--- config.mk ---
export PLATFORM = sky130hd
export DESIGN_NAME = continuous_tx_test_sequence
export DESIGN_NICKNAME = d
export VERILOG_FILES = /design/src/rtl/radio_test_pkg.sv /design/src/rtl/spi_byte_port.sv /design/src/rtl/continuous_tx_test_sequence.sv
export VERILOG_INCLUDE_DIRS = /design/src /design/src/rtl
export SDC_FILE = /design/constraint.sdc
export NUM_CORES = 1
export LEC_CHECK = 0
export BUFFER_PORTS_ARGS = -buffer_cell sky130_fd_sc_hd__buf_4
export CAP_MARGIN = 20
export CORE_ASPECT_RATIO = 1.25
export CORE_UTILIZATION = 35
export CTS_CLUSTER_SIZE = 28
export DETAILED_ROUTE_END_ITERATION = 7
export GPL_TIMING_DRIVEN = 1
export PLACE_DENSITY = 0.48
export SLEW_MARGIN = 15
export SYNTH_ARGS = -nofsm -noshare
export SYNTH_HDL_FRONTEND = slang
export SYNTH_SLANG_ARGS = --single-unit
--- constraint.sdc ---
create_clock -name clk -period 7.25 [get_ports clk]
set_clock_uncertainty 0.1 [all_clocks]
set_input_delay 1.45 -clock clk [delete_from_list [all_inputs] [get_ports clk]]
set_output_delay 1.45 -clock clk [all_outputs]
set_load 0.05 [all_outputs]
--- src/rtl/radio_test_defines.svh ---
// Register map, command codes and timing counts of the test sequencer.
// Assumes a 10 MHz core clock; included by both rtl module files.
`ifndef RADIO_TEST_DEFINES_SVH
`define RADIO_TEST_DEFINES_SVH

// Register offsets
`define REG_STATE_STATUS    6'h01
`define REG_STATE_COMMAND   6'h02
`define REG_CLOCK_OUTPUT    6'h03
`define REG_MODULATION      6'h0C
`define REG_IRQ_MASK        6'h0E
`define REG_IRQ_FLAGS       6'h0F
`define REG_UNLOCK_KEY      6'h1C
`define REG_TEST_ENABLE     6'h36

// Reset values
`define RST_CLOCK_OUTPUT    8'h19
`define RST_MODULATION      8'h24
`define RST_IRQ_MASK        8'h00
`define RST_UNLOCK_KEY      8'h07
`define RST_TEST_ENABLE     8'h00
`define RST_COMMAND         5'h00

// State command field codes
`define CMD_TX_START        5'h02
`define CMD_FORCE_OFF       5'h03
`define CMD_PLL_ON          5'h09

// State status codes
`define STS_OFF             5'h08
`define STS_PLL_ON          5'h09
`define STS_BUSY_TX         5'h02

// Interrupt flag bits
`define IRQ_LOCK_BIT        0
`define IRQ_UNLOCK_BIT      1

// Test mode keys
`define TEST_ENABLE_VALUE   8'h0F
`define KEY_STEP_TWO        8'h54
`define KEY_STEP_THREE      8'h46
`define KEY_DISABLE         8'h00

// Modulation select values for carrier mode and carrier payloads
`define MOD_CARRIER_100     8'h0A
`define MOD_CARRIER_250     8'h0E
`define CARRIER_NEGATIVE    8'h00
`define CARRIER_POSITIVE    8'hFF

// Serial command prefixes
`define SPI_REG_READ        2'b10
`define SPI_REG_WRITE       2'b11
`define SPI_FB_WRITE        3'b011

// Frame layout
`define FB_DEPTH            128
`define PREAMBLE_SYMBOLS    2'd2
`define LENGTH_MSB          6

// Clock output control
`define CLKOUT_FIELD_MSB    2
`define CLKOUT_1MHZ         3'h1

// Timing
`define CLK_MHZ             10
`define RESET_PULSE_NS      625
`define RESET_PULSE_CYCLES  ((`RESET_PULSE_NS * `CLK_MHZ + 999) / 1000)
`define PLL_SETTLE_NS       2000
`define PLL_SETTLE_CYCLES   ((`PLL_SETTLE_NS * `CLK_MHZ) / 1000)
`define SYMBOL_NS           1600
`define SYMBOL_CYCLES       ((`SYMBOL_NS * `CLK_MHZ) / 1000)
`define CLKOUT_HALF_CYCLES  (`CLK_MHZ / 2)

`endif

--- src/rtl/radio_test_pkg.sv ---
// Types shared by the test sequencer and its serial port.
// Assumes nothing beyond the defines header.
package radio_test_pkg;

  typedef enum logic [1:0] {
    transceiver_off_state = 2'b00,
    pll_on  = 2'b01,
    busy_tx = 2'b11
  } radio_state_t;

  typedef enum logic [2:0] {
    carrier_none    = 3'h0,
    carrier_pos_250 = 3'h1,
    carrier_neg_250 = 3'h2,
    carrier_pos_100 = 3'h3,
    carrier_neg_100 = 3'h4
  } carrier_t;

  typedef struct packed {
    logic     sclk;
    logic     mosi;
    logic     sel_n;
  } spi_pins_t;

  typedef struct packed {
    logic     active;
    carrier_t carrier;
    logic     strobe;
    logic [7:0] data;
  } tx_stream_t;

endpackage : radio_test_pkg

--- src/rtl/spi_byte_port.sv ---
// Serial slave byte port, mode 0, MSB first.
// Assumes pins from the host domain; sclk far slower than clk.
`timescale 1ns/100ps
`include "radio_test_defines.svh"
module spi_byte_port
  import radio_test_pkg::*;
(
  // Clock and reset
  input  wire logic       clk,
  input  wire logic       rst,
  // Pins
  input  wire spi_pins_t  pins,
  output logic            miso,
  output logic            miso_oe,
  // Byte side
  input  wire logic [7:0] tx_data,
  output logic [7:0]      rx_data,
  output logic            rx_valid,
  output logic            frame_start
);

  spi_pins_t  sync1, sync2, sync3;
  logic [7:0] shift_in, next_shift_in;
  logic [7:0] shift_out, next_shift_out;
  logic [2:0] bit_cnt, next_bit_cnt;
  logic [7:0] next_rx_data;
  logic       next_rx_valid;
  logic       sel_act, rise, fall;

  assign sel_act     = ~sync2.sel_n;
  assign rise        = sync2.sclk & ~sync3.sclk;
  assign fall        = ~sync2.sclk & sync3.sclk;
  assign frame_start = sel_act & sync3.sel_n;
  assign miso        = shift_out[7];
  assign miso_oe     = sel_act;

  always_comb begin
    next_shift_in  = shift_in;
    next_shift_out = shift_out;
    next_bit_cnt   = bit_cnt;
    next_rx_data   = rx_data;
    next_rx_valid  = 1'b0;
    if (!sel_act || frame_start) begin
      next_bit_cnt   = 3'h0;
      next_shift_out = 8'h00;
    end else if (rise) begin
      next_shift_in = {shift_in[6:0], sync2.mosi};
      next_bit_cnt  = bit_cnt + 3'h1;
      if (bit_cnt == 3'h7) begin
        next_rx_data  = {shift_in[6:0], sync2.mosi};
        next_rx_valid = 1'b1;
      end
    end else if (fall) begin
      // Reply is loaded only after a full byte, so the core has time
      if (bit_cnt == 3'h0) begin
        next_shift_out = tx_data;
      end else begin
        next_shift_out = {shift_out[6:0], 1'b0};
      end
    end
  end

  always_ff @(posedge clk or posedge rst) begin
    if (rst) begin
      sync1     <= '{sclk: 1'b0, mosi: 1'b0, sel_n: 1'b1};
      sync2     <= '{sclk: 1'b0, mosi: 1'b0, sel_n: 1'b1};
      sync3     <= '{sclk: 1'b0, mosi: 1'b0, sel_n: 1'b1};
      shift_in  <= 8'h00;
      shift_out <= 8'h00;
      bit_cnt   <= 3'h0;
      rx_data   <= 8'h00;
      rx_valid  <= 1'b0;
    end else begin
      sync1     <= pins;
      sync2     <= sync1;
      sync3     <= sync2;
      shift_in  <= next_shift_in;
      shift_out <= next_shift_out;
      bit_cnt   <= next_bit_cnt;
      rx_data   <= next_rx_data;
      rx_valid  <= next_rx_valid;
    end
  end

endmodule : spi_byte_port

--- src/rtl/continuous_tx_test_sequence.sv ---
// Radio core register file, state control and continuous test transmitter.
// Assumes a host on the serial port and reset pin; pins are asynchronous.
//
// Contract
// (RQ1) Carrier mode sends plus or minus 0.25 or 0.1 MHz, never centre.
// (RQ2) Two non-payload symbols, then payload repeats until test mode ends.
// (RQ3) Host loads length 0x01..0x7F then payload into frame buffer.
// (RQ4) Test mode armed via 0x36 and 0x1C; tx after pll on plus start.
// (RQ5) Host writes 0x01 to mask register 0x0E after reset.
// (RQ6) Host writes 0x03 to 0x02 for off state, then channel, power.
// (RQ7) Host sets transmit gain offset to 2 for carrier mode.
// (RQ8) Status 0x01 reads 0x08 in the transceiver off state.
// (RQ9) Enable order: 0x0F to 0x36, mode and buffer, 0x54, 0x46 to 0x1C.
// (RQ10) Register 0x0C value selects modulation or carrier offset.
// (RQ11) Carrier payload 0x00 gives negative, 0xFF positive offset.
// (RQ12) 0x09 to 0x02 starts synthesizer; 0x0F reads 0x01 on lock.
// (RQ13) 0x02 to 0x02 starts transmitting, busy-transmit state.
// (RQ14) Host leaves test mode writing 0x00 to 0x1C, then full reset.
// (RQ15) Host sets pins idle after power, waits 400 us.
// (RQ16) Host holds reset pin low at least 625 ns.
// (RQ17) Host sets clock output 1 MHz via 0x03, then forces off state.
// (RQ18) Host ignores clock output until the clock rate write is done.
// (RQ19) Register 0x02 holds command in bits 4..0, status in 7..5; bits 7..5 read 0 here.
// (RQ20) Flags 0x0F: bit 0 lock, bit 1 unlock; mask 0x0E same bits.
// (RQ21) Host completes each serial transaction before the next.
`timescale 1ns/100ps
`include "radio_test_defines.svh"
module continuous_tx_test_sequence
  import radio_test_pkg::*;
(
  // Clock and reset
  input  wire logic       clk,
  input  wire logic       rst,
  // Host pins
  input  wire spi_pins_t  spi_pins,
  input  wire logic       reset_pin_n,
  output logic            miso,
  output logic            miso_oe,
  // Clock output
  output logic            clock_output_pin,
  // Transmit stream
  output tx_stream_t      tx_stream
);

  localparam int RESET_CYC = `RESET_PULSE_CYCLES;
  localparam int SETTLE_CYC = `PLL_SETTLE_CYCLES;
  localparam int SYMBOL_CYC = `SYMBOL_CYCLES;
  localparam int CLKOUT_CYC = `CLKOUT_HALF_CYCLES;

  logic [7:0]   rx_data, reply;
  logic         rx_valid, frame_start;
  logic [7:0]   frame_buffer [`FB_DEPTH];
  logic         fb_we;
  logic [6:0]   fb_addr;

  radio_state_t state, next_state;
  logic [4:0]   command, next_command;
  logic [7:0]   clkout_ctrl, next_clkout_ctrl;
  logic [7:0]   modulation, next_modulation;
  logic [7:0]   irq_mask, next_irq_mask;
  logic [7:0]   irq_flags, next_irq_flags;
  logic [7:0]   unlock_key, next_unlock_key;
  logic [7:0]   test_enable, next_test_enable;
  logic         key_step, next_key_step;
  logic         test_armed, next_test_armed;
  logic [7:0]   spi_cmd, next_spi_cmd;
  logic [7:0]   byte_cnt, next_byte_cnt;
  logic [7:0]   settle_cnt, next_settle_cnt;
  logic [7:0]   symbol_cnt, next_symbol_cnt;
  logic [1:0]   preamble_cnt, next_preamble_cnt;
  logic [6:0]   tx_idx, next_tx_idx;
  tx_stream_t   next_tx_stream;
  logic         rpin_s1, rpin_s2;
  logic [3:0]   rst_low_cnt, next_rst_low_cnt;
  logic         soft_rst;
  logic [3:0]   clkout_cnt, next_clkout_cnt;
  logic         next_clock_output;

  spi_byte_port u_port (
    .clk         (clk),
    .rst         (rst),
    .pins        (spi_pins),
    .miso        (miso),
    .miso_oe     (miso_oe),
    .tx_data     (reply),
    .rx_data     (rx_data),
    .rx_valid    (rx_valid),
    .frame_start (frame_start)
  );

  function automatic logic [4:0] state_code(input radio_state_t s);
    unique case (s)
      transceiver_off_state: state_code = `STS_OFF;
      pll_on:  state_code = `STS_PLL_ON;
      busy_tx: state_code = `STS_BUSY_TX;
      default: state_code = `STS_OFF;
    endcase
  endfunction : state_code

  always_comb begin
    unique case (spi_cmd[5:0])
      `REG_STATE_STATUS:  reply = {3'h0, state_code(state)};  // [RQ8]
      `REG_STATE_COMMAND: reply = {3'h0, command};            // [RQ19]
      `REG_CLOCK_OUTPUT:  reply = clkout_ctrl;
      `REG_MODULATION:    reply = modulation;
      `REG_IRQ_MASK:      reply = irq_mask;
      `REG_IRQ_FLAGS:     reply = irq_flags;                  // [RQ20]
      `REG_UNLOCK_KEY:    reply = unlock_key;
      `REG_TEST_ENABLE:   reply = test_enable;
      default:            reply = 8'h00;
    endcase
  end

  // Frame buffer: bytes after the command byte, index 0 holds the length
  assign fb_addr = 7'(byte_cnt - 8'h01);
  assign fb_we   = rx_valid && (byte_cnt != 8'h00)
                   && (byte_cnt <= 8'(`FB_DEPTH))
                   && (spi_cmd[7:5] == `SPI_FB_WRITE);       // [RQ3]

  always_ff @(posedge clk) begin
    if (fb_we) begin
      frame_buffer[fb_addr] <= rx_data;
    end
  end

  // Reset pin sampled; a short glitch does not clear the registers
  assign next_rst_low_cnt = rpin_s2 ? 4'h0 :
      ((rst_low_cnt < 4'(RESET_CYC)) ? rst_low_cnt + 4'h1 : rst_low_cnt);
  assign soft_rst = (rst_low_cnt >= 4'(RESET_CYC));         // [RQ16]

  always_comb begin
    logic       wr, rd_flags;
    logic [6:0] len;
    logic [7:0] sel;
    wr  = rx_valid && (byte_cnt == 8'h01)
          && (spi_cmd[7:6] == `SPI_REG_WRITE);
    // Cleared once the reply byte is out, not when the command lands
    rd_flags = rx_valid && (byte_cnt == 8'h01)
          && (spi_cmd[7:6] == `SPI_REG_READ)
          && (spi_cmd[5:0] == `REG_IRQ_FLAGS);
    len = frame_buffer[0][`LENGTH_MSB:0];
    sel = frame_buffer[1];
    next_state        = state;
    next_command      = command;
    next_clkout_ctrl  = clkout_ctrl;
    next_modulation   = modulation;
    next_irq_mask     = irq_mask;
    next_irq_flags    = rd_flags ? 8'h00 : irq_flags;
    next_unlock_key   = unlock_key;
    next_test_enable  = test_enable;
    next_key_step     = key_step;
    next_test_armed   = test_armed;
    next_settle_cnt   = settle_cnt;
    next_symbol_cnt   = symbol_cnt;
    next_preamble_cnt = preamble_cnt;
    next_tx_idx       = tx_idx;
    next_tx_stream    = tx_stream;
    next_tx_stream.strobe = 1'b0;
    next_spi_cmd      = spi_cmd;
    next_byte_cnt     = byte_cnt;

    if (frame_start) begin
      next_byte_cnt = 8'h00;
    end else if (rx_valid) begin
      if (byte_cnt == 8'h00) begin
        next_spi_cmd = rx_data;
      end
      if (byte_cnt != 8'hFF) begin
        next_byte_cnt = byte_cnt + 8'h01;
      end
    end

    if (wr) begin
      unique case (spi_cmd[5:0])
        `REG_STATE_COMMAND: begin
          next_command = rx_data[4:0];                        // [RQ19]
          if (rx_data[4:0] == `CMD_FORCE_OFF) begin
            next_state      = transceiver_off_state;
            next_settle_cnt = 8'h00;
          end else if (rx_data[4:0] == `CMD_PLL_ON
                       && state == transceiver_off_state) begin
            next_state      = pll_on;                         // [RQ12]
            next_settle_cnt = 8'(SETTLE_CYC);
          end else if (rx_data[4:0] == `CMD_TX_START
                       && state == pll_on && settle_cnt == 8'h00) begin
            next_state        = busy_tx;                      // [RQ13]
            next_preamble_cnt = `PREAMBLE_SYMBOLS;
            next_symbol_cnt   = 8'(SYMBOL_CYC);
            next_tx_idx       = 7'h01;
          end
        end
        `REG_CLOCK_OUTPUT: next_clkout_ctrl = rx_data;
        `REG_MODULATION:   next_modulation  = rx_data;        // [RQ10]
        `REG_IRQ_MASK:     next_irq_mask    = rx_data;        // [RQ20]
        `REG_TEST_ENABLE:  next_test_enable = rx_data;
        `REG_UNLOCK_KEY: begin
          next_unlock_key = rx_data;
          next_key_step   = (rx_data == `KEY_STEP_TWO)
                            && (test_enable == `TEST_ENABLE_VALUE);
          if (rx_data == `KEY_STEP_THREE && key_step) begin
            next_test_armed = 1'b1;                           // [RQ4]
          end else if (rx_data == `KEY_DISABLE) begin
            next_test_armed = 1'b0;
          end
        end
        default: ;
      endcase
    end

    // Lock flag is sticky; a lock in the clearing cycle still sets it
    if (state == pll_on && settle_cnt != 8'h00 && next_state == pll_on) begin
      next_settle_cnt = settle_cnt - 8'h01;
      if (settle_cnt == 8'h01) begin
        next_irq_flags[`IRQ_LOCK_BIT] = 1'b1;                 // [RQ12]
      end
    end
    if (state != transceiver_off_state && next_state == transceiver_off_state) begin
      next_irq_flags[`IRQ_UNLOCK_BIT] = 1'b1;                 // [RQ20]
    end

    // Transmitter, one symbol per symbol period
    if (state == busy_tx && next_state == busy_tx) begin
      if (symbol_cnt == 8'h01) begin
        next_symbol_cnt       = 8'(SYMBOL_CYC);
        next_tx_stream.strobe = 1'b1;
        if (preamble_cnt != 2'd0) begin
          next_preamble_cnt   = preamble_cnt - 2'd1;          // [RQ2]
          next_tx_stream.data = 8'h00;
        end else if (tx_idx == 7'h00) begin
          // Index 0 marks a finished single frame; last byte had its slot
          next_state = pll_on;                                // [RQ2]
        end else begin
          next_tx_stream.data = frame_buffer[tx_idx];
          if (tx_idx >= len) begin
            // Without the test mode a frame goes out once
            next_tx_idx = test_armed ? 7'h01 : 7'h00;         // [RQ2]
          end else begin
            next_tx_idx = tx_idx + 7'h01;
          end
        end
      end else begin
        next_symbol_cnt = symbol_cnt - 8'h01;
      end
    end

    next_tx_stream.active  = (next_state == busy_tx);
    // Tone latched at start, so a disarm or mode write cannot retune it
    if (next_state != busy_tx || state != busy_tx) begin
      next_tx_stream.carrier = carrier_none;
    end
    if (next_state == busy_tx && state != busy_tx
        && test_armed) begin                                  // [RQ1]
      if (modulation == `MOD_CARRIER_250) begin
        next_tx_stream.carrier = (sel == `CARRIER_POSITIVE) ?
            carrier_pos_250 : carrier_neg_250;                // [RQ11]
      end else if (modulation == `MOD_CARRIER_100) begin
        next_tx_stream.carrier = (sel == `CARRIER_POSITIVE) ?
            carrier_pos_100 : carrier_neg_100;                // [RQ11]
      end
    end
    if (!next_tx_stream.active) begin
      next_tx_stream.strobe = 1'b0;
    end

    if (soft_rst) begin
      next_state       = transceiver_off_state;
      next_command     = `RST_COMMAND;
      next_clkout_ctrl = `RST_CLOCK_OUTPUT;
      next_modulation  = `RST_MODULATION;
      next_irq_mask    = `RST_IRQ_MASK;
      next_irq_flags   = 8'h00;
      next_unlock_key  = `RST_UNLOCK_KEY;
      next_test_enable = `RST_TEST_ENABLE;
      next_key_step    = 1'b0;
      next_test_armed  = 1'b0;                                // [RQ14]
      next_tx_stream   = '0;
    end
  end

  // Clock output divider; only the 1 MHz rate is produced
  always_comb begin
    next_clkout_cnt   = clkout_cnt;
    next_clock_output = clock_output_pin;
    if (clkout_ctrl[`CLKOUT_FIELD_MSB:0] != `CLKOUT_1MHZ) begin
      next_clkout_cnt   = 4'h0;
      next_clock_output = 1'b0;
    end else if (clkout_cnt == 4'(CLKOUT_CYC - 1)) begin
      next_clkout_cnt   = 4'h0;
      next_clock_output = ~clock_output_pin;                  // [RQ17]
    end else begin
      next_clkout_cnt = clkout_cnt + 4'h1;
    end
  end

  always_ff @(posedge clk or posedge rst) begin
    if (rst) begin
      state            <= transceiver_off_state;
      command          <= `RST_COMMAND;
      clkout_ctrl      <= `RST_CLOCK_OUTPUT;
      modulation       <= `RST_MODULATION;
      irq_mask         <= `RST_IRQ_MASK;
      irq_flags        <= 8'h00;
      unlock_key       <= `RST_UNLOCK_KEY;
      test_enable      <= `RST_TEST_ENABLE;
      key_step         <= 1'b0;
      test_armed       <= 1'b0;
      spi_cmd          <= 8'h00;
      byte_cnt         <= 8'h00;
      settle_cnt       <= 8'h00;
      symbol_cnt       <= 8'h00;
      preamble_cnt     <= 2'd0;
      tx_idx           <= 7'h01;
      tx_stream        <= '0;
      rpin_s1          <= 1'b1;
      rpin_s2          <= 1'b1;
      rst_low_cnt      <= 4'h0;
      clkout_cnt       <= 4'h0;
      clock_output_pin <= 1'b0;
    end else begin
      state            <= next_state;
      command          <= next_command;
      clkout_ctrl      <= next_clkout_ctrl;
      modulation       <= next_modulation;
      irq_mask         <= next_irq_mask;
      irq_flags        <= next_irq_flags;
      unlock_key       <= next_unlock_key;
      test_enable      <= next_test_enable;
      key_step         <= next_key_step;
      test_armed       <= next_test_armed;
      spi_cmd          <= next_spi_cmd;
      byte_cnt         <= next_byte_cnt;
      settle_cnt       <= next_settle_cnt;
      symbol_cnt       <= next_symbol_cnt;
      preamble_cnt     <= next_preamble_cnt;
      tx_idx           <= next_tx_idx;
      tx_stream        <= next_tx_stream;
      rpin_s1          <= reset_pin_n;
      rpin_s2          <= rpin_s1;
      rst_low_cnt      <= next_rst_low_cnt;
      clkout_cnt       <= next_clkout_cnt;
      clock_output_pin <= next_clock_output;
    end
  end

endmodule : continuous_tx_test_sequence

# Word level (Yosys, flattened, before mapping)
# Memories as Yosys holds them, arrays and structs flattened.
# Cells that the tools add are included.
dict set report word_totals {
  register_bits 157
  ram_bits 1024
  inputBits 6
  out_inout_bits 16
  wordCells 277
  mem_count 1
}
# name depth word_bits rd rd_ports_with_merged_regs write_ports line_no
set memory_table {}
lappend memory_table {frame_buffer 128 8 3 0 1 continuous_tx_test_sequence.sv:52} ;# logic [7:0] frame_buffer [`FB_DEPTH];
dict set report classes {
  add_sub_neg 9
  magnitude_cmp 4
  eq_ne 38
  mux 106
  bitwise_logic 9
  n_reduce_logical 70
}
# op n
set op_table {}
lappend op_table {{2-to-1 mux 8 bit} 38}
lappend op_table {{2-to-1 mux 7 bit} 10}
lappend op_table {{one-hot mux 8 bit (8 select lines)} 1}
lappend op_table {{nonzero test 2 bit} 23}
lappend op_table {{2-to-1 mux 2 bit} 19}
lappend op_table {{equality test 8 x 1 -> 1 bit (second input constant)} 3}
lappend op_table {{equality test 8 x 4 -> 1 bit (second input constant)} 3}
lappend op_table {{zero test 8 bit} 3}
lappend op_table {{2-to-1 mux 3 bit} 7}
lappend op_table {{2-to-1 mux 1 bit} 20}
lappend op_table {{equality test 6 x 4 -> 1 bit (second input constant)} 3}
lappend op_table {{logical AND 1 bit} 18}
lappend op_table {{2-to-1 mux 9 bit} 2}
lappend op_table {{AND reduction 2 bit} 9}
lappend op_table {{equality test 8 x 7 -> 1 bit (second input constant)} 2}
lappend op_table {{2-to-1 mux 4 bit} 4}
lappend op_table {{nonzero test 8 bit} 2}
lappend op_table {{subtractor 8 x 1 -> 8 bit (second input constant)} 2}
lappend op_table {{2-to-1 mux 5 bit} 3}
lappend op_table {{AND reduction 3 bit} 5}
lappend op_table {{2-to-1 mux 13 bit} 1}
lappend op_table {{equality test 6 x 2 -> 1 bit (second input constant)} 2}
lappend op_table {{equality test 2 bit (second input constant)} 5}
lappend op_table {{equality test 5 x 2 -> 1 bit (second input constant)} 2}
lappend op_table {{33 further kinds} 49}

# Longest topological paths before layout
# Gate-level depths: netlist (run 1).
dict set report logic_depth {
  word_depth 19
  depth_mapped 14
  mapped_depth_nobuf 9
}

# By module
# A second synthesis (run 1) with hierarchy kept.
dict set report unflattened {
  hier_cells 2703
  hier_area_um2 47290.4
}
# module instances cells_per_inst area_each_um2 seq_area_each_um2
set by_module_without_submodules {}
lappend by_module_without_submodules {continuous_tx_test_sequence 1 2611 45902.8 33666.0}
lappend by_module_without_submodules {spi_byte_port 1 92 1387.6 879.6}

# Worst setup path after synthesis (run 1)
# No wires, ideal clock.
dict set report synth_timing {
  path_kind {reg-to-reg}
  start {register u_port.rx_data[1]}
  end {register symbol_cnt[3]}
  setup_time_ns 0.077
  arrival_time_ns 3.665
  required_time_ns 7.073
  slack_ns 3.407
  path_stages_with_launch 7
  path_buffers 0
  synth_period_minus_slack_ns 3.843
  path_cell_list {dfrtp_1 > nand2b_1 > or4b_4 > nor4_4 > o211ai_2 > or3_1 > a21oi_1}
}
dict set report synth_via {
  elab_chain_len 12
  elab_cells_between_ends 20
  classes_between {eq/ne: 6; mux: 6; reduce/logical: 8}
}
# item line_no
set synth_lines {}
lappend synth_lines {{start, declared} spi_byte_port.sv:17} ;# output logic [7:0] rx_data,
lappend synth_lines {{start signal, assigned} spi_byte_port.sv:80} ;# rx_data <= next_rx_data;
lappend synth_lines {{equality test 5 x 2 -> 1 bit (no line)} -}
lappend synth_lines {{logical AND 1 bit (2 in series)} continuous_tx_test_sequence.sv:184} ;# end else if (rx_data[4:0] == `CMD_TX_START
lappend synth_lines {{2-to-1 mux 2 bit} continuous_tx_test_sequence.sv:184}
lappend synth_lines {{2-to-1 mux 2 bit} continuous_tx_test_sequence.sv:180} ;# end else if (rx_data[4:0] == `CMD_PLL_ON
lappend synth_lines {{2-to-1 mux 2 bit} continuous_tx_test_sequence.sv:177} ;# if (rx_data[4:0] == `CMD_FORCE_OFF) begin
lappend synth_lines {{2-to-1 mux 2 bit} continuous_tx_test_sequence.sv:174} ;# unique case (spi_cmd[5:0])
lappend synth_lines {{2-to-1 mux 2 bit} continuous_tx_test_sequence.sv:173} ;# if (wr) begin
lappend synth_lines {{equality test 2 bit} continuous_tx_test_sequence.sv:222} ;# if (state == busy_tx && next_state == busy_tx) begin
lappend synth_lines {{logical AND 1 bit} continuous_tx_test_sequence.sv:222}
lappend synth_lines {{inequality test 2 x 1 -> 1 bit (no line) or nonzero test 2 bit (tied branches)} -}
lappend synth_lines {{AND reduction 5 bit (no line)} -}
lappend synth_lines {{end signal, assigned} continuous_tx_test_sequence.sv:333} ;# symbol_cnt <= next_symbol_cnt;
lappend synth_lines {{end, declared} continuous_tx_test_sequence.sv:69} ;# logic [7:0] symbol_cnt, next_symbol_cnt;
# Several ways; a longest one is shown, not always the timed one.
# A chain may end at the register's enable or synchronous reset.

# Worst setup path in the final report (run 1)
dict set report layout_timing {
  start {register byte_cnt[0]}
  end {memory frame_buffer[8][2], enable pin}
}
dict set report layout_via {
  elab_chain_len 6
  elab_cells_between_ends 8
  classes_between {add/sub: 1; order compare: 1; mux: 2; reduce/logical: 4}
}
# item line_no
set layout_lines {}
lappend layout_lines {{start, declared} continuous_tx_test_sequence.sv:67} ;# logic [7:0] byte_cnt, next_byte_cnt;
lappend layout_lines {{start signal, assigned} continuous_tx_test_sequence.sv:331} ;# byte_cnt <= next_byte_cnt;
lappend layout_lines {{branches (longest 6 deep; another with less-or-equal comparator 8 bit)} -}
lappend layout_lines {{end, declared} continuous_tx_test_sequence.sv:52}
# Several ways; the timed one is not identified.

==> out/results.txt, run 1 <==
Status -> finished, final reports clean
Hold buffers post-CTS -> 0
CP top delay family -> simple AND/OR/NAND/NOR gates
Crit Path Max Fanout -> 10
Tmin final -> 4.13 ns
Clock Path Buffers -> 3
Synth area leaders -> edfxtp_1 65%, mux4_2 11%, dfrtp_1 7.2%
Commonest cells in the synthesized netlist -> 1024 x edfxtp_1, 234 x nand2_1, 224 x mux4_2, 218 x nor2_1, 137 x dfrtp_1
Synthesized area -> 0.0476 mm2
Mapped Cells -> 2731
Root Buffer -> clkbuf_16
CP startpoint kind -> flip-flop
Mapped Nets -> 2761
CTS sink count -> 1175
CP max stage cell -> o31ai_2
Final Hold Vio Count -> 0
CTS resizes -> 0
Post-route setup slack -> 3.12 ns
Leakage -> 16.2 nW
Worst Hold Class -> flip-flop to flip-flop
Post-synthesis sequential area ratio -> 72.6%
Most used DFF post-synth -> edfxtp_1
Antenna Cells -> 0
Largest stage delay on the critical path -> 0.98 ns
Post-synth ARST share -> 12.9%
Share of the synthesized area in the top cell type -> 64.6%
Distinct cells, synth -> 87
Relative slew slack -> 18.2%
Comb pwr share -> 0.7%
EDFF count, synth -> 1024
Slew @ Worst Pin -> 1.22 ns
Die width -> 332 um
Initial antenna violation count -> 0
Post-route antenna net violation count -> 0
Most frequent cell after synthesis -> edfxtp_1
Initial Util -> 35.4%
Residual DRC -> 0
Die Area -> 0.138 mm2
FMAX -> 242 MHz
Final cycle utilization of the critical path -> 57.0%
WP data required -> 7.48 ns
Core box area -> 0.134 mm2
Endpoint type of the worst setup path -> flip-flop
DP HPWL -> 78900 um
Via Count -> 25000
Total CTS buffers -> 110
Die height -> 414 um
Yosys top cell by area -> edfxtp_1
Yosys reg bits -> 1175
Nets -> 2797
Psw -> 0.00262 W
YS warnings -> 0
WL per Instance -> 27.6 um
Place WS -> 2.94 ns
Clk pwr share -> 43.0%
Final wirelength -> 127000 um
Vias in the first global route -> 26200
Clock Latency Late Sink -> 0.73 ns
Inst Count DP -> 4398
Sw Share -> 20.1%
Max-Cap Viols -> 0
Final setup fails -> 0
Largest net degree at the start of global routing -> 125
# rows -> 150
Flop pwr share -> 56.3%
Max VDD drop -> 0.000216 V
Area delta synth->final -> 11.6%
I/O Buffers -> 21
IO Pins -> 22
Pre-antenna DRT Iters -> 6
Buf/Inv on CP -> 1
CTS HTree Levels -> 3
Global Route Usage Sum -> 18.5%
CTS tree -> done
Overall Power -> 0.0130 W
Critical path class -> flip-flop to flip-flop
DR iter-0 viols -> 1996
Fin. max-slew vios -> 0
Total gr overflow -> 0
CP arrival -> 4.36 ns
Unrepaired setup endpoints after global routing -> false
Layout cells sized above 1 -> 18.9%
First-pass GRT wire length -> 186000 um
Cell Chain, Critical Path -> inv_1, ha_1, xor2_1, o31ai_2, nand2_1, nor2_1
Final Util -> 39.5%
Setup TNS -> 0 ns
Internal cell power -> 0.0104 W
Post-Layout Cell Count -> 4603
Placer Congestion -> 0.815
Worst-path clk slew -> 0.06 ns
Average size of a mapped cell -> 17.4 um2
PD cells -> 245 mW/mm2
Setup Buffers After CTS -> 0
Via/cell ratio -> 5.42
-- flip-flops by register name, indices dropped and copies added, names as in the netlist, 4 cells and up --
name and cells:
frame_buffer 1024, tx_stream 13, byte_cnt 8, clkout_ctrl 8, irq_mask 8, modulation 8
settle_cnt 8, spi_cmd 8, symbol_cnt 8, test_enable 8, u_port.rx_data 8, u_port.shift_out 8
unlock_key 8, tx_idx 7, u_port.shift_in 7, command 5, clkout_cnt 4, rst_low_cnt 4
-- cell type report --
cell class / instances / area [um2]
inverter: 33 / 129
multi-input combinational: 1378 / 12200
sequential: 1175 / 34600
clock inverter: 62 / 558
fill: 12100 / 81200
tap: 1748 / 2190
clock buffer: 138 / 2880
timing repair buffer: 69 / 614
-- cells in the final DEF, fill, tap and decap left out, types with 31 or more instances in the layout --
master	n
mux4_2	224
a22oi_1	58
o22ai_1	32
inv_1	31
nor2_1	217
buf_4	58
edfxtp_1	1024
nand2_1	230
a21oi_1	82
dfrtp_1	126
mux2i_1	124
nand3_1	45
clkbuf_16	110
-- routing by layer --
| layer | up-vias | GRT usage, % | routed length, um |
|---|---|---|---|
| met5 | - | 0 | 0 |
| met1 | 13300 | 23.5 | 51900 |
| met3 | 174 | 2.38 | 5230 |
| met4 | 0 | 5.96 | 3430 |
| met2 | 640 | 32.7 | 66400 |
| li1 | 10800 | - | - |
-- stage by stage --
step,cell area [um2],hold slack [ns]
6_report,53100,0.259
5_1_grt,53100,0.265
4_1_cts,53100,0.260
3_5_place_dp,49600,0.240
3_3_place_gp,49600,0.251
2_1_floorplan,47600,0.231
-- path summary, 6_finish.rpt --
kind | start | end | slack, ns | depth (start not counted)
setup / recovery | byte_cnt[0] | frame_buffer[8][2] | 3.12 | 6
hold / removal | rpin_s1 | rpin_s2 | 0.26 | 0
setup reg to reg | byte_cnt[0] | frame_buffer[8][2] | 3.12 | 6
hold reg to reg | rpin_s1 | rpin_s2 | 0.26 | 0
max in group asynchronous | rst | unlock_key[0] | 5.12 | 4
min in group asynchronous | rst | rst_low_cnt[1] | 0.74 | 2
-- logic make-up (layout without fill, tap and decap cells) --
family | count (synthesis) | after routing | share of synthesized area (%)
simple gates | 648 | 648 | 6.38
buf+inv | 178 | 302 | 1.89
mux | 370 | 370 | 13.7
fa+ha+maj | 24 | 24 | 0.631
xor+xnor | 24 | 24 | 0.441
flops | 1175 | 1175 | 72.6
compound gates | 312 | 312 | 4.38
-- power by group through the flow --
stage	combinational (W)	clock, W	sequential, W
floorplan	0.0000694	0	0.00747
global placement	0.0000887	0	0.00748
detailed placement	0.0000928	0	0.00749
CTS	0.0000930	0.00574	0.00734
global route	0.000106	0.00598	0.00735
finish	0.0000915	0.00561	0.00734
Power figures use the tool's default switching activity.
==> run 2: changes to the inputs <==
--- a/config.mk
+++ b/config.mk
@@ -13,7 +13,7 @@
 export CTS_CLUSTER_SIZE = 28
 export DETAILED_ROUTE_END_ITERATION = 7
 export GPL_TIMING_DRIVEN = 1
-export PLACE_DENSITY = 0.48
+export PLACE_DENSITY = 0.5
 export SLEW_MARGIN = 15
 export SYNTH_ARGS = -nofsm -noshare
 export SYNTH_HDL_FRONTEND = slang
==> constraint.sdc (replaced) <==
create_clock -name clk -period 3.49 [get_ports clk]
set_clock_uncertainty 0.1 [all_clocks]
set_input_delay 0.698 -clock clk [delete_from_list [all_inputs] [get_ports clk]]
set_output_delay 0.698 -clock clk [all_outputs]
set_load 0.05 [all_outputs]
==> out/results.txt, run 2 (synthesis gave the netlist of run 1 again) <==
Area of the multi-input gates -> 0.0122 mm2 (-0.17%)
CTS sink count -> 1175 (unchanged)
WP data required -> 4.01 ns (-3.47 ns)
Worst Setup SP -> tx_idx[0]
Design area -> 0.0555 mm2 (+4.4%)
Initial Util -> 35.4% (unchanged)
R2R Setup Slk -> 0.19 ns (-2.93 ns)
Residual DRC -> 0 (unchanged)
Fillcell total -> 11900 (-1.5%)
CTS resizes -> 0 (unchanged)
Layout cells sized above 1 -> 25.3% (+6.4 points)
WL per Instance -> 26.2 um (-4.9%)
Unrepaired setup endpoints after global routing -> false
Internal cell power -> 0.0224 W (+110%)
Met2 usage -> 32.9% (+0.25 points)
Final cycle utilization of the critical path -> 94.5% (+37 points)
Die Area -> 0.138 mm2 (unchanged)
Post-route setup slack -> 0.193 ns (-2.93 ns)
DP HPWL -> 84300 um (+6.9%)
Comb pwr share -> 0.7% (about the same)
Largest registers -> frame_buffer x1024, tx_stream x13
Total CTS buffers -> 114 (+3.6%)
Final wirelength -> 128000 um (+0.44%)
Clock Latency Late Sink -> 0.75 ns (+0.02 ns)
Crit Path Max Fanout -> 19 (+9)
Final Hold Vio Count -> 0 (unchanged)
Worst Hold Class -> flip-flop to flip-flop
Relative slew slack -> 27.2% (+9.0 points)
Final setup fails -> 0 (unchanged)
Die height -> 414 um (unchanged)
Max-Cap Viols -> 0 (unchanged)
Fin. max-slew vios -> 0 (unchanged)
Max VDD drop -> 0.000373 V (+72%)
Pre-antenna DRT Iters -> 6 (unchanged)
Commonest non-fill, non-tap cells in the layout -> 1024 x edfxtp_1, 297 x buf_4, 234 x nand2_1
Critical path class -> flip-flop to flip-flop
Root Buffer -> clkbuf_16
DR iter-0 viols -> 2264 (+13%)
PD cells -> 504 mW/mm2 (+110%)
Via Count -> 25900 (+3.8%)
Place WS -> 0.101 ns (-2.84 ns)
Cells on Worst Hold Path -> 0 (unchanged)
Worst r2r dst -> tx_stream[0]
CP arrival -> 3.82 ns (-0.54 ns)
Via/cell ratio -> 5.33 (-1.8%)
Psw -> 0.00557 W (+110%)
Final Util -> 41.3% (+1.7 points)
Worst-path clk slew -> 0.06 ns (about the same)
Met1 Track Usage GR -> 23.0% (-0.57 points)
Placer Congestion -> 0.844 (+3.5%)
Vias in the first global route -> 27100 (+3.3%)
I/O Buffers -> 21 (unchanged)
Initial antenna violation count -> 0 (unchanged)
Status -> finished, final reports clean
Global Route Usage Sum -> 18.4% (-0.070 points)
Largest register by flop count -> frame_buffer
Commonest non-fill, non-tap cell in the layout -> edfxtp_1
First-pass GRT wire length -> 187000 um (+0.26%)
Endpoint type of the worst setup path -> flip-flop
CTS HTree Levels -> 3 (unchanged)
Die width -> 332 um (unchanged)
Setup TNS -> 0 ns (unchanged)
Inst Count DP -> 4650 (+5.7%)
Reg2reg path depth -> 8 (+2)
Worst Hold End -> u_port.sync2[2]
Post-Layout Cell Count -> 4864 (+5.7%)
Post-route antenna net violation count -> 0 (unchanged)
Hold Path Origin -> u_port.sync1[2]
Nets -> 3053 (+9.2%)
Clk pwr share -> 44.7% (+1.7 points)
Largest net degree at the start of global routing -> 139 (+11%)
GRT busiest layer -> met2
Sw Share -> 19.9% (-0.18 points)
# rows -> 150 (unchanged)
FMAX -> 303 MHz (+25%)
Area delta synth->final -> 16.5%
CTS tree -> done
IO Pins -> 22 (unchanged)
Cell Area, Placed -> 0.0517 mm2 (+4.1%)
Max reg flops -> 1024 (unchanged)
Core box area -> 0.134 mm2 (unchanged)
Reg-to-Reg Start -> tx_idx[0]
Tmin final -> 3.30 ns (-0.834 ns)
Clock Path Buffers -> 3 (unchanged)
Slew @ Worst Pin -> 1.09 ns (-0.132 ns)
Total gr overflow -> 0 (unchanged)
CP startpoint kind -> flip-flop
Leakage -> 17.6 nW (+9.2%)
Sequential Area -> 0.0346 mm2 (unchanged)
Met3 usage -> 2.28% (-0.094 points)
Flop pwr share -> 54.6% (-1.7 points)
==> run 2: cell count changes in the layout (fill, tap and decap cells not counted), moves of 5 or more <==
cell           before  now
buf_4              58  297
dlygate4sd3_1       0    5
bufinv_16           7   13
buf_12              4   19
clkbuf_16         110  116
==> run 2: worst max-delay path by stage <==
stage | to | slack (ns)
after global routing | tx_stream[7] | 0.10
after global placement | tx_stream[0] | 0.12
after floorplan | tx_stream[1] | 0.05
after detailed placement | tx_stream[0] | 0.10
final | tx_stream[0] | 0.19
after CTS | tx_stream[0] | 0.1
==> run 2: per-stage QoR <==
| stage | total power (W) | hold WS (ns) |
|---|---|---|
| floorplan | 0.0157 | 0.231 |
| global placement | 0.0157 | 0.243 |
| detailed placement | 0.0158 | 0.246 |
| CTS | 0.0282 | 0.260 |
| global route | 0.0287 | 0.255 |
| finish | 0.0279 | 0.255 |
==> run 2: power groups by stage <==
stage                     logic, W  clock network (W)  registers [W]
after CTS                 0.000208             0.0128         0.0153
after floorplan           0.000144                  0         0.0155
final                     0.000200             0.0125         0.0153
after global routing      0.000233             0.0132         0.0153
after global placement    0.000190                  0         0.0155
after detailed placement  0.000202                  0         0.0156
==> run 2: worst max-delay path, cell delays in order (launching register included) <==
cell and delay (ns):
dfstp_4 0.67, buf_12 0.18, buf_4 0.37, mux4_2 0.57
mux2i_1 0.32, a221oi_1 0.23, a21oi_1 0.33, o21a_1 0.28
o21ai_1 0.10
==> run 2: what timing repair did <==
item	in CTS	in global routing
setup buffers	0	0
hold buffers	5	0
hold endpoints to repair	31	0
==> run 2: metal layers <==
metal / share of wire, % / up-vias / routed length (um)
met3: 4.0 / 153 / 5130
met1: 41 / 13700 / 52000
met4: 2.9 / 0 / 3650
met2: 52 / 652 / 66800
met5: 0 / - / 0
li1: - / 11400 / -
==> run 2: layout make-up <==
type	count	area share (%)
flip-flops and latches	1175	62.4
repair buffers	321	4.80
clock inverters	66	1.27
multi-input cells	1378	21.9
diodes	1	0.00451
inverters	33	0.230
well taps	1748	3.94
clock buffers	142	5.46
